<file path="src/verilog/eeprom_write_pkg.sv">
// Constants, register map and state codes for the data EEPROM write control
package eeprom_write_pkg;
	// Address map: sector in the high byte, low data-memory address below it
	localparam logic [7:0] CTRL_SECTOR   = 8'h01;
	localparam logic [7:0] CTRL_OFFSET   = 8'h40;
	localparam logic [7:0] COMMON_SECTOR = 8'h00;
	localparam logic [7:0] IND1_OFFSET   = 8'h00;
	localparam logic [7:0] PTR1L_OFFSET  = 8'h01;
	localparam logic [7:0] PTR1H_OFFSET  = 8'h02;
	localparam logic [7:0] IND2_OFFSET   = 8'h03;
	localparam logic [7:0] PTR2L_OFFSET  = 8'h04;
	localparam logic [7:0] PTR2H_OFFSET  = 8'h05;
	localparam logic [7:0] IRQ_OFFSET    = 8'h0e;
	localparam logic [7:0] LOC_OFFSET    = 8'h1e;
	localparam logic [7:0] BYTE_OFFSET   = 8'h1f;

	// Control register bit positions
	localparam int WPERMIT_BIT = 3;
	localparam int WSTART_BIT  = 2;
	localparam int RPERMIT_BIT = 1;
	localparam int RSTART_BIT  = 0;

	// Interrupt control register bit positions
	localparam int GIE_BIT     = 0;
	localparam int MFE_BIT     = 1;
	localparam int DONE_EN_BIT = 2;
	localparam int MF_REQ_BIT  = 4;
	localparam int DONE_REQ_BIT = 5;

	// Widths and reset values
	localparam int          LOC_W      = 7;
	localparam logic [7:0]  BYTE_RESET = 8'h00;
	localparam logic [6:0]  LOC_RESET  = 7'h00;
	localparam logic [7:0]  PTR_RESET  = 8'h00;
	localparam int          WRITE_TICKS_DEFAULT = 4;

	typedef enum logic [2:0]
	{
		ST_IDLE  = 3'b001,
		ST_WRITE = 3'b010,
		ST_READ  = 3'b100
	} ctrl_state_t;
endpackage

</file>
<file path="src/verilog/eeprom_cell_array.sv">
// Byte-wide EEPROM storage array with registered read data
`timescale 1ns/1ps
module eeprom_cell_array
#(
	parameter int ADDR_W = 7
)
(
	// Clock
	input  wire logic              core_clk_in,
	// Write port
	input  wire logic              wr_en_in,
	input  wire logic [ADDR_W-1:0] wr_addr_in,
	input  wire logic [7:0]        wr_data_in,
	// Read port
	input  wire logic              rd_en_in,
	input  wire logic [ADDR_W-1:0] rd_addr_in,
	output logic      [7:0]        rd_data_out
);
	logic [7:0] cell_mem [0:(1<<ADDR_W)-1];
	logic [7:0] rd_data_reg;

	// Cells keep content across reset, as nonvolatile storage should
	always_ff @(posedge core_clk_in)
	begin
		if (wr_en_in)
			cell_mem[wr_addr_in] <= wr_data_in;
		if (rd_en_in)
			rd_data_reg <= cell_mem[rd_addr_in];
	end

	assign rd_data_out = rd_data_reg;
endmodule

</file>
<file path="src/verilog/data_eeprom_write_control.sv">
// Data EEPROM access control: sector-gated control register, timed write, done interrupt
// Functional notes
// - Write-start without write-permit already set is ignored; no cycle starts.
// - Write cycle is timed by ticks from an asynchronous timer, not core cycles.
// - Hardware clears write-start when the write cycle ends.
// - Reset clears write-permit.
// - Reset clears both pointer high bytes, selecting sector 0.
// - Write end sets the done request and the shared multi-function request.
// - Vector only with global, done and multi-function enables set, stack not full.
// - Servicing clears only the multi-function request; software clears done.
// - Control register sits at low address 40h of sector 1, via pointer.
// - Control: permit bit3, wstart bit2, rpermit bit1, rstart bit0; upper zero.
// - Location register is 7 bits; bit 7 reads zero.
// - Read-start with read-permit reads a byte; read-start then self-clears.
`timescale 1ns/1ps
module data_eeprom_write_control
	import eeprom_write_pkg::*;
#(
	parameter int WRITE_TICKS = eeprom_write_pkg::WRITE_TICKS_DEFAULT
)
(
	// Clock and reset
	input  wire logic       core_clk_in,
	input  wire logic       reset_in,
	// Data-memory access port of the core
	input  wire logic [7:0] cpu_addr_in,
	input  wire logic       cpu_wr_in,
	input  wire logic       cpu_rd_in,
	input  wire logic [7:0] cpu_wdata_in,
	output logic      [7:0] cpu_rdata_out,
	// Asynchronous write timer
	input  wire logic       write_tick_in,
	// Interrupt
	input  wire logic       stack_full_in,
	output logic            irq_vector_out
);
	import eeprom_write_pkg::*;

	ctrl_state_t state_reg, state_next;
	logic [LOC_W-1:0] loc_reg, loc_next;
	logic [7:0] byte_reg, byte_next;
	logic [7:0] p1l_reg, p1l_next, p1h_reg, p1h_next;
	logic [7:0] p2l_reg, p2l_next, p2h_reg, p2h_next;
	logic       wpermit_reg, wpermit_next, wstart_reg, wstart_next;
	logic       rpermit_reg, rpermit_next, rstart_reg, rstart_next;
	logic       gie_reg, gie_next, mfe_reg, mfe_next, done_en_reg, done_en_next;
	logic       mf_req_reg, mf_req_next, done_req_reg, done_req_next;
	logic [7:0] rdata_reg, rdata_next;
	logic [7:0] tick_cnt_reg, tick_cnt_next;
	logic       tick_s1_reg, tick_s2_reg, tick_prev_reg;
	logic       tick_edge, mem_we, mem_re, irq_take;
	logic [15:0] wr_key, rd_key;
	logic [7:0]  mem_rdata;

	// Sector-qualified address; indirect ports take their pointer pair
	function automatic logic [15:0] resolve(input logic [7:0] a, input logic [7:0] h1,
		input logic [7:0] l1, input logic [7:0] h2, input logic [7:0] l2);
		if (a == IND1_OFFSET)
			resolve = {h1, l1};
		else if (a == IND2_OFFSET)
			resolve = {h2, l2};
		else
			resolve = {COMMON_SECTOR, a};
	endfunction

	assign wr_key = resolve(cpu_addr_in, p1h_reg, p1l_reg, p2h_reg, p2l_reg);
	assign rd_key = resolve(cpu_addr_in, p1h_reg, p1l_reg, p2h_reg, p2l_reg);

	// Timer pin is asynchronous; edge detect only after the second flop
	always_ff @(posedge core_clk_in)
	begin
		if (reset_in)
		begin
			tick_s1_reg   <= 1'b0;
			tick_s2_reg   <= 1'b0;
			tick_prev_reg <= 1'b0;
		end
		else
		begin
			tick_s1_reg   <= write_tick_in;
			tick_s2_reg   <= tick_s1_reg;
			tick_prev_reg <= tick_s2_reg;
		end
	end
	assign tick_edge = tick_s2_reg & ~tick_prev_reg;

	// Vector needs every enable and room on the stack
	assign irq_take = gie_reg & mfe_reg & done_en_reg & mf_req_reg & ~stack_full_in;
	assign irq_vector_out = irq_take;

	// Next-state logic for registers, sequencer and read data
	always_comb
	begin
		state_next    = state_reg;
		loc_next      = loc_reg;
		byte_next     = byte_reg;
		p1l_next      = p1l_reg;
		p1h_next      = p1h_reg;
		p2l_next      = p2l_reg;
		p2h_next      = p2h_reg;
		wpermit_next  = wpermit_reg;
		wstart_next   = wstart_reg;
		rpermit_next  = rpermit_reg;
		rstart_next   = rstart_reg;
		gie_next      = gie_reg;
		mfe_next      = mfe_reg;
		done_en_next  = done_en_reg;
		mf_req_next   = mf_req_reg;
		done_req_next = done_req_reg;
		tick_cnt_next = tick_cnt_reg;
		rdata_next    = rdata_reg;
		mem_we        = 1'b0;
		mem_re        = 1'b0;
		// Vectoring masks further entries and clears the shared request only
		if (irq_take)
		begin
			mf_req_next = 1'b0;
			gie_next    = 1'b0;
		end
		// Software writes
		if (cpu_wr_in)
		begin
			unique case (wr_key)
				{COMMON_SECTOR, LOC_OFFSET}:   loc_next = cpu_wdata_in[LOC_W-1:0];
				{COMMON_SECTOR, BYTE_OFFSET}:  byte_next = cpu_wdata_in;
				{COMMON_SECTOR, PTR1L_OFFSET}: p1l_next = cpu_wdata_in;
				{COMMON_SECTOR, PTR1H_OFFSET}: p1h_next = cpu_wdata_in;
				{COMMON_SECTOR, PTR2L_OFFSET}: p2l_next = cpu_wdata_in;
				{COMMON_SECTOR, PTR2H_OFFSET}: p2h_next = cpu_wdata_in;
				{COMMON_SECTOR, IRQ_OFFSET}:
				begin
					gie_next      = cpu_wdata_in[GIE_BIT];
					mfe_next      = cpu_wdata_in[MFE_BIT];
					done_en_next  = cpu_wdata_in[DONE_EN_BIT];
					mf_req_next   = cpu_wdata_in[MF_REQ_BIT];
					done_req_next = cpu_wdata_in[DONE_REQ_BIT];
				end
				{CTRL_SECTOR, CTRL_OFFSET}:
				begin
					wpermit_next = cpu_wdata_in[WPERMIT_BIT];
					rpermit_next = cpu_wdata_in[RPERMIT_BIT];
					// Starts use permit bits as they stood before this write
					if (state_reg == ST_IDLE)
					begin
						if (cpu_wdata_in[WSTART_BIT] && wpermit_reg)
						begin
							wstart_next   = 1'b1;
							tick_cnt_next = 8'h00;
							state_next    = ST_WRITE;
						end
						else if (cpu_wdata_in[RSTART_BIT] && rpermit_reg)
						begin
							rstart_next = 1'b1;
							mem_re      = 1'b1;
							state_next  = ST_READ;
						end
					end
				end
				default: ;
			endcase
		end
		// Sequencer; hardware events come last so a set beats a software clear
		unique case (state_reg)
			ST_IDLE: ;
			ST_WRITE:
			begin
				wstart_next = 1'b1;
				if (tick_edge)
				begin
					if (tick_cnt_reg == 8'(WRITE_TICKS - 1))
					begin
						mem_we        = 1'b1;
						wstart_next   = 1'b0;
						done_req_next = 1'b1;
						mf_req_next   = 1'b1;
						state_next    = ST_IDLE;
					end
					else
						tick_cnt_next = tick_cnt_reg + 8'h01;
				end
			end
			ST_READ:
			begin
				byte_next   = mem_rdata;
				rstart_next = 1'b0;
				state_next  = ST_IDLE;
			end
		endcase
		// Registered read data; unmapped addresses read zero
		if (cpu_rd_in)
		begin
			unique case (rd_key)
				{COMMON_SECTOR, LOC_OFFSET}:   rdata_next = {1'b0, loc_reg};
				{COMMON_SECTOR, BYTE_OFFSET}:  rdata_next = byte_reg;
				{COMMON_SECTOR, PTR1L_OFFSET}: rdata_next = p1l_reg;
				{COMMON_SECTOR, PTR1H_OFFSET}: rdata_next = p1h_reg;
				{COMMON_SECTOR, PTR2L_OFFSET}: rdata_next = p2l_reg;
				{COMMON_SECTOR, PTR2H_OFFSET}: rdata_next = p2h_reg;
				{COMMON_SECTOR, IRQ_OFFSET}:
					rdata_next = {2'b00, done_req_reg, mf_req_reg, 1'b0,
						done_en_reg, mfe_reg, gie_reg};
				{CTRL_SECTOR, CTRL_OFFSET}:
					rdata_next = {4'h0, wpermit_reg, wstart_reg, rpermit_reg, rstart_reg};
				default: rdata_next = 8'h00;
			endcase
		end
	end

	// State registers
	always_ff @(posedge core_clk_in)
	begin
		if (reset_in)
		begin
			state_reg    <= ST_IDLE;
			loc_reg      <= LOC_RESET;
			byte_reg     <= BYTE_RESET;
			p1l_reg      <= PTR_RESET;
			p1h_reg      <= PTR_RESET;
			p2l_reg      <= PTR_RESET;
			p2h_reg      <= PTR_RESET;
			wpermit_reg  <= 1'b0;
			wstart_reg   <= 1'b0;
			rpermit_reg  <= 1'b0;
			rstart_reg   <= 1'b0;
			gie_reg      <= 1'b0;
			mfe_reg      <= 1'b0;
			done_en_reg  <= 1'b0;
			mf_req_reg   <= 1'b0;
			done_req_reg <= 1'b0;
			tick_cnt_reg <= 8'h00;
			rdata_reg    <= 8'h00;
		end
		else
		begin
			state_reg    <= state_next;
			loc_reg      <= loc_next;
			byte_reg     <= byte_next;
			p1l_reg      <= p1l_next;
			p1h_reg      <= p1h_next;
			p2l_reg      <= p2l_next;
			p2h_reg      <= p2h_next;
			wpermit_reg  <= wpermit_next;
			wstart_reg   <= wstart_next;
			rpermit_reg  <= rpermit_next;
			rstart_reg   <= rstart_next;
			gie_reg      <= gie_next;
			mfe_reg      <= mfe_next;
			done_en_reg  <= done_en_next;
			mf_req_reg   <= mf_req_next;
			done_req_reg <= done_req_next;
			tick_cnt_reg <= tick_cnt_next;
			rdata_reg    <= rdata_next;
		end
	end

	assign cpu_rdata_out = rdata_reg;

	// Storage: live location and byte registers feed the write at cycle end
	eeprom_cell_array #(.ADDR_W(LOC_W)) u_cells
	(
		.core_clk_in (core_clk_in),
		.wr_en_in    (mem_we),
		.wr_addr_in  (loc_reg),
		.wr_data_in  (byte_reg),
		.rd_en_in    (mem_re),
		.rd_addr_in  (loc_reg),
		.rd_data_out (mem_rdata)
	);

	logic ctrl_wr;
	assign ctrl_wr = cpu_wr_in && (wr_key == {CTRL_SECTOR, CTRL_OFFSET});
endmodule

</file>
<file path="config.mk">
export PLATFORM = sky130hd
export DESIGN_NAME = data_eeprom_write_control
export DESIGN_NICKNAME = d
export VERILOG_FILES = /design/src/verilog/eeprom_write_pkg.sv /design/src/verilog/eeprom_cell_array.sv /design/src/verilog/data_eeprom_write_control.sv
export SDC_FILE = /design/constraint.sdc
export NUM_CORES = 1
export LEC_CHECK = 0
export BUFFER_PORTS_ARGS = -buffer_cell sky130_fd_sc_hd__buf_2
export CAP_MARGIN = 40
export CORE_UTILIZATION = 50
export DETAILED_ROUTE_END_ITERATION = 10
export HOLD_SLACK_MARGIN = 0.03
export PLACE_DENSITY = 0.62
export SLEW_MARGIN = 5
export SYNTH_ARGS = -nofsm -noshare
export SYNTH_HDL_FRONTEND = slang
export SYNTH_SLANG_ARGS = --single-unit
</file>
<file path="constraint.sdc">
create_clock -name core_clk_in -period 6.5 [get_ports core_clk_in]
set_input_delay 0 -clock core_clk_in [delete_from_list [all_inputs] [get_ports core_clk_in]]
set_output_delay 0 -clock core_clk_in [all_outputs]
set_load 0.02 [all_outputs]
</file>
Word-level counts from Yosys, hierarchy flattened. Memories as Yosys holds them, arrays and structs flattened. A register that Yosys moved wholly into a read port is not among the register bits. Index checks and enable logic that the tools add are counted.

Add/sub/neg operators: 1. Eq/ne operators: 13. Muxes and demuxes: 52. Bitwise logic cells: 8. Reductions and logical operators: 20.

Operator list (number): 2-to-1 mux 8 bit (10); one-hot mux 8 bit (8 select lines) (1); == test 16 x 3 -> 1 bit (second input constant) (2); == test 16 x 5 -> 1 bit (second input constant) (2); 2-to-1 mux 16 bit (2); 2-to-1 mux 1 bit (31); 2-to-1 mux 3 bit (7); == test 16 x 1 -> 1 bit (second input constant) (1); == test 16 x 2 -> 1 bit (second input constant) (1); == test 16 x 4 -> 1 bit (second input constant) (1); == test 16 x 9 -> 1 bit (second input constant) (1); == test 8 x 2 -> 1 bit (second input constant) (2); AND reduction 2 bit (8); nonzero test 2 bit (6); adder 8 x 1 -> 8 bit (second input constant) (1); logical NOT 8 bit (1); one-hot mux 3 bit (2 select lines) (1); AND 1 bit (5); AND reduction 5 bit (1); AND reduction 4 bit (1); == test 3 x 1 -> 1 bit (second input constant) (1); == test 3 x 2 -> 1 bit (second input constant) (1); == test 3 bit (second input constant) (1); NOT 1 bit (3); other kinds (2) (3).

Bits in registers: 78. Bits in writable memories: 1024. Bits of input ports: 22. Logic and storage cells: 116. Memories kept: 1.

Memory list: u_cells.cell_mem (depth 128, width 8, read ports 1, clocked after Yosys merged registers in 1, write ports 1, RTL line eeprom_cell_array.sv:19) `logic [7:0] cell_mem [0:(1<<ADDR_W)-1];`.

Logic depth before layout (Yosys ltp).
Word-level depth: 10. Depth in mapped cells: 12.

Hierarchy. From an unflattened synthesis, not the netlist that was laid out.

Cell total of the unflattened synthesis: 2139. Area total of the unflattened synthesis: 43839.5 um^2.

Modules (own cells, without submodules): eeprom_cell_array (instances 1, cells an instance 1635, area each 39745.6 um^2, seq. area each 30989.7 um^2); data_eeprom_write_control (instances 1, cells an instance 504, area each 4093.9 um^2, seq. area each 1561.5 um^2).

Worst setup path after synthesis. Ideal clock, no wire load.

Kind: register -> register. Start point: register loc_reg[2]. End point: memory u_cells.cell_mem[43][0], enable pin. Setup time: 0.370 ns. Arrival time: 2.495 ns. Data required time: 6.130 ns. Setup slack: 3.634 ns. Stages on the path, launching flop included: 10. Buffers on the path: 6. Path through: dfxtp_1 buf_2 and3b_1 clkbuf_1 clkbuf_1 buf_1 buf_2 nand2_1 clkbuf_1 nor2_1.

RTL lines: start: declaration (RTL line data_eeprom_write_control.sv:40) `logic [LOC_W-1:0] loc_reg, loc_next;`; start signal: assignment (RTL line data_eeprom_write_control.sv:236) `loc_reg <= loc_next;`; end: declaration (RTL line eeprom_cell_array.sv:19).

Straight into the memory's write port.

==> summary.txt <==
Floorplanning
  • Die W: 291 um
  • Die ar.: 84600 um2
  • Die H: 291 um
  • IO Count: 31
  • # rows: 105
  • Core area: 82400 um2
  • Starting Density: 50.6%

CTS
  • Post_cts resized: 0
  • Clk root buf: clkbuf_16
  • H-tree level count: 3
  • Clock-pin slew on the worst setup and hold paths: 60 ps
  • Post-CTS setup buffer count: 0
  • CTS tree: done
  • CTS sink cnt: 1110
  • CTS Buffer Depth: 3
  • Clk Latency, worst-skew pair: 680 ps
  • Clock buffers created by TritonCTS: 110

STA
  • Final min period: 3740 ps
  • Fin. max-slew vios: 0
  • Final Setup Violations: 0
  • Clock Skew: 27.6 ps
  • Fmax: 268 MHz
  • Max_slew headroom: 36.5%
  • Fin Setup TNS: 0 ps
  • Hold Violations, Final: 0
  • RSZ-0062 raised after global routing: no
  • Actual slew at the worst max-slew pin: 949 ps
  • Final Cycle Share: 57.5%

Route
  • DRC: 0
  • Total number of vias: 24700
  • Drt total wl: 114 mm
  • Vias per cell: 6.63
  • DR WL/cell: 30.5 um
  • Post-DRT Antenna Nets: 0
  • Drt first pass iters: 6
  • Starting DRT DRC Count: 3149

Power and ir drop
  • Pleak: 12.6 nW
  • Worst vdd ir: 0.196 mV
  • Pwr Density: 297 nW/um2

Synthesis
  • Top cells by area, synth: edfxtp_1, a22oi_1, dfxtp_1
  • Top_reg_cell synth: edfxtp_1
  • Cell accounting for the most synthesized area: edfxtp_1
  • YS warnings: 0
  • Ys async rst share: 0%
  • Netlist cell types: 79
  • Synth Cell Area: 41700 um2
  • Avg Cell Area, Syn: 16.5 um2
  • Net count after synthesis: 2554
  • Sequential share of the synthesized area: 78.0%
  • Synth top area share: 74.3%
  • #FFs+latches synth: 1110
  • Cells after synthesis: 2531
  • Commonest cells in the netlist: edfxtp_1, a22oi_1, nor2_1
  • Count leader, synth: edfxtp_1
  • Number of flops mapped to enable cells by yosys: 1032

Hold path
  • Hold_sp: cpu_addr_in[4]
  • Hold endpoint: p1h_reg[2]
  • Hold Crit Class: in2reg
  • Min-Delay Path Depth: 6

Finish
  • Area delta synth->final: 12.3%
  • Layout Nets: 2592
  • Antenna cell count: 0
  • Cell Count, Final, Fillers Out: 3731
  • Biggest register: u_cells.cell_mem
  • Share of cells above drive strength 1: 11.6%
  • Max FFs per register: 1024

Critical path
  • R2R Path End: u_cells.rd_data_out[6]
  • Slowest cell on crit path: dfxtp_1
  • Reg2reg path depth: 9
  • Reg2reg start: loc_reg[2]
  • CP endpoint kind: register
  • Crit path max fanout: 46
  • Critical Path AT: 4140 ps
  • Critical path launch point type: register
  • Most used cell, CP: nor4_1
  • Top delay family on crit path: simple AND/OR/NAND/NOR gates
  • CP required: 6900 ps
  • Largest stage delay, worst path: 540 ps
  • Crit path from: loc_reg[2]
  • R2r setup slk: 2760 ps
  • CP cell instances: and3b_4, buf_4, a22o_1, a221oi_1, a31oi_1, nor4_1, o31ai_1, nor4_1, o21ai_1
  • Buffer and inverter count on the worst path: 1
  • Worst Setup Path Type: reg2reg

Flow run
  • Max-Cap Viols: 0

Global route
  • Grt ovf: 0
  • First-pass GRT wire length: 167 mm
  • Global Route Usage Sum: 26.8%
  • Pin count of the biggest net entering global routing: 111
  • Number of global-route vias before repair: 24200
  • Initial antenna violation count: 3

Placement
  • IO Port Bufs: 30
  • # placed instances: 3504
  • Global placement routability congestion: 0.902
  • HPWL Detailed: 66.1 mm

Run status
  • Outcome: complete, no violations
placed cells by master (no fill, tap or decap), drive strengths merged, types with 23 or more instances in the layout:
cell and instances:
dfxtp 78, edfxtp 1032, a21oi 23, mux2i 50
nor2 201, clkinv 55, nand4 66, a221oi 100
buf 83, clkbuf 129, a22o 100, a22oi 333
a31oi 72, nand2 51, o21ai 31, nand3 45
routing by layer:
layer | vias to the layer above | share of wire (%) | GRT usage [%]
li1 | 10600 | - | -
met1 | 12600 | 40 | 37.3
met2 | 1341 | 48 | 43.4
met3 | 197 | 9.1 | 4.64
met4 | 6 | 2.6 | 8.03
met5 | - | 0.027 | 0
where the power goes:
group / switching, mW / internal, mW
clock: 2.67 / 3.47
sequential: 0.00304 / 7.69
combinational: 0.0658 / 0.0327
kinds of logic (layout without fill, tap and decap cells):
group           Yosys count  after routing  share of synthesized area [%]
xor+xnor                  1              1                         0.0210
simple gates            444            444                           5.20
buf+inv                 185            315                           1.77
mux                      60             60                           1.50
flops                  1110           1110                           78.0
compound gates          730            730                           13.5
fa+ha+maj                 1              1                         0.0300
through the flow:
| stage | total power [mW] | util, % | area [um2] | setup slack (ps) | hold slack [ps] |
|---|---|---|---|---|---|
| after global placement | 7.93 | 52.2 | 43000 | 2840 | 225 |
| after CTS | 14.0 | 56.9 | 46900 | 2870 | 52.9 |
| final | 13.9 | 56.9 | 46900 | 2760 | 84.4 |
| after global routing | 14.3 | 56.9 | 46900 | 2560 | 121 |
| after detailed placement | 7.93 | 52.4 | 43100 | 2880 | 234 |
| after floorplan | 7.90 | - | 41700 | 3630 | 128 |
what timing repair did:
action / 4_1_cts / 5_1_grt
hold endpoints to repair: 72 / 0
hold buffers: 22 / 0
setup endpoints to repair: 0 / 0
worst reg2reg max path: cells and delay by family (launching register included):
kind	cells	cell delay (ps)
AO/OA/AOI/OAI	5	1150
buffers and inverters	1	420
flip-flops	1	540
AND/OR/NAND/NOR	3	1350
final cells by class:
class	count	area, um2
clock buffer	129	2820
multi-input combinational	1236	8500
timing repair buffer	105	928
tap	1070	1340
inverter	6	22.5
fill	6192	35500
clock inverter	75	661
sequential	1110	32600
worst max path at each step:
| stage | end | slack, ps | cells after the start |
|---|---|---|---|
| after floorplan | u_cells.cell_mem[43][0] | 3630 | 9 |
| after global placement | u_cells.cell_mem[126][6] | 2840 | 5 |
| after detailed placement | u_cells.rd_data_out[6] | 2880 | 9 |
| after CTS | u_cells.rd_data_out[6] | 2870 | 9 |
| after global routing | u_cells.rd_data_out[6] | 2560 | 9 |
| final | u_cells.rd_data_out[6] | 2760 | 9 |
No activity file was read; power rests on OpenSTA's default activity.
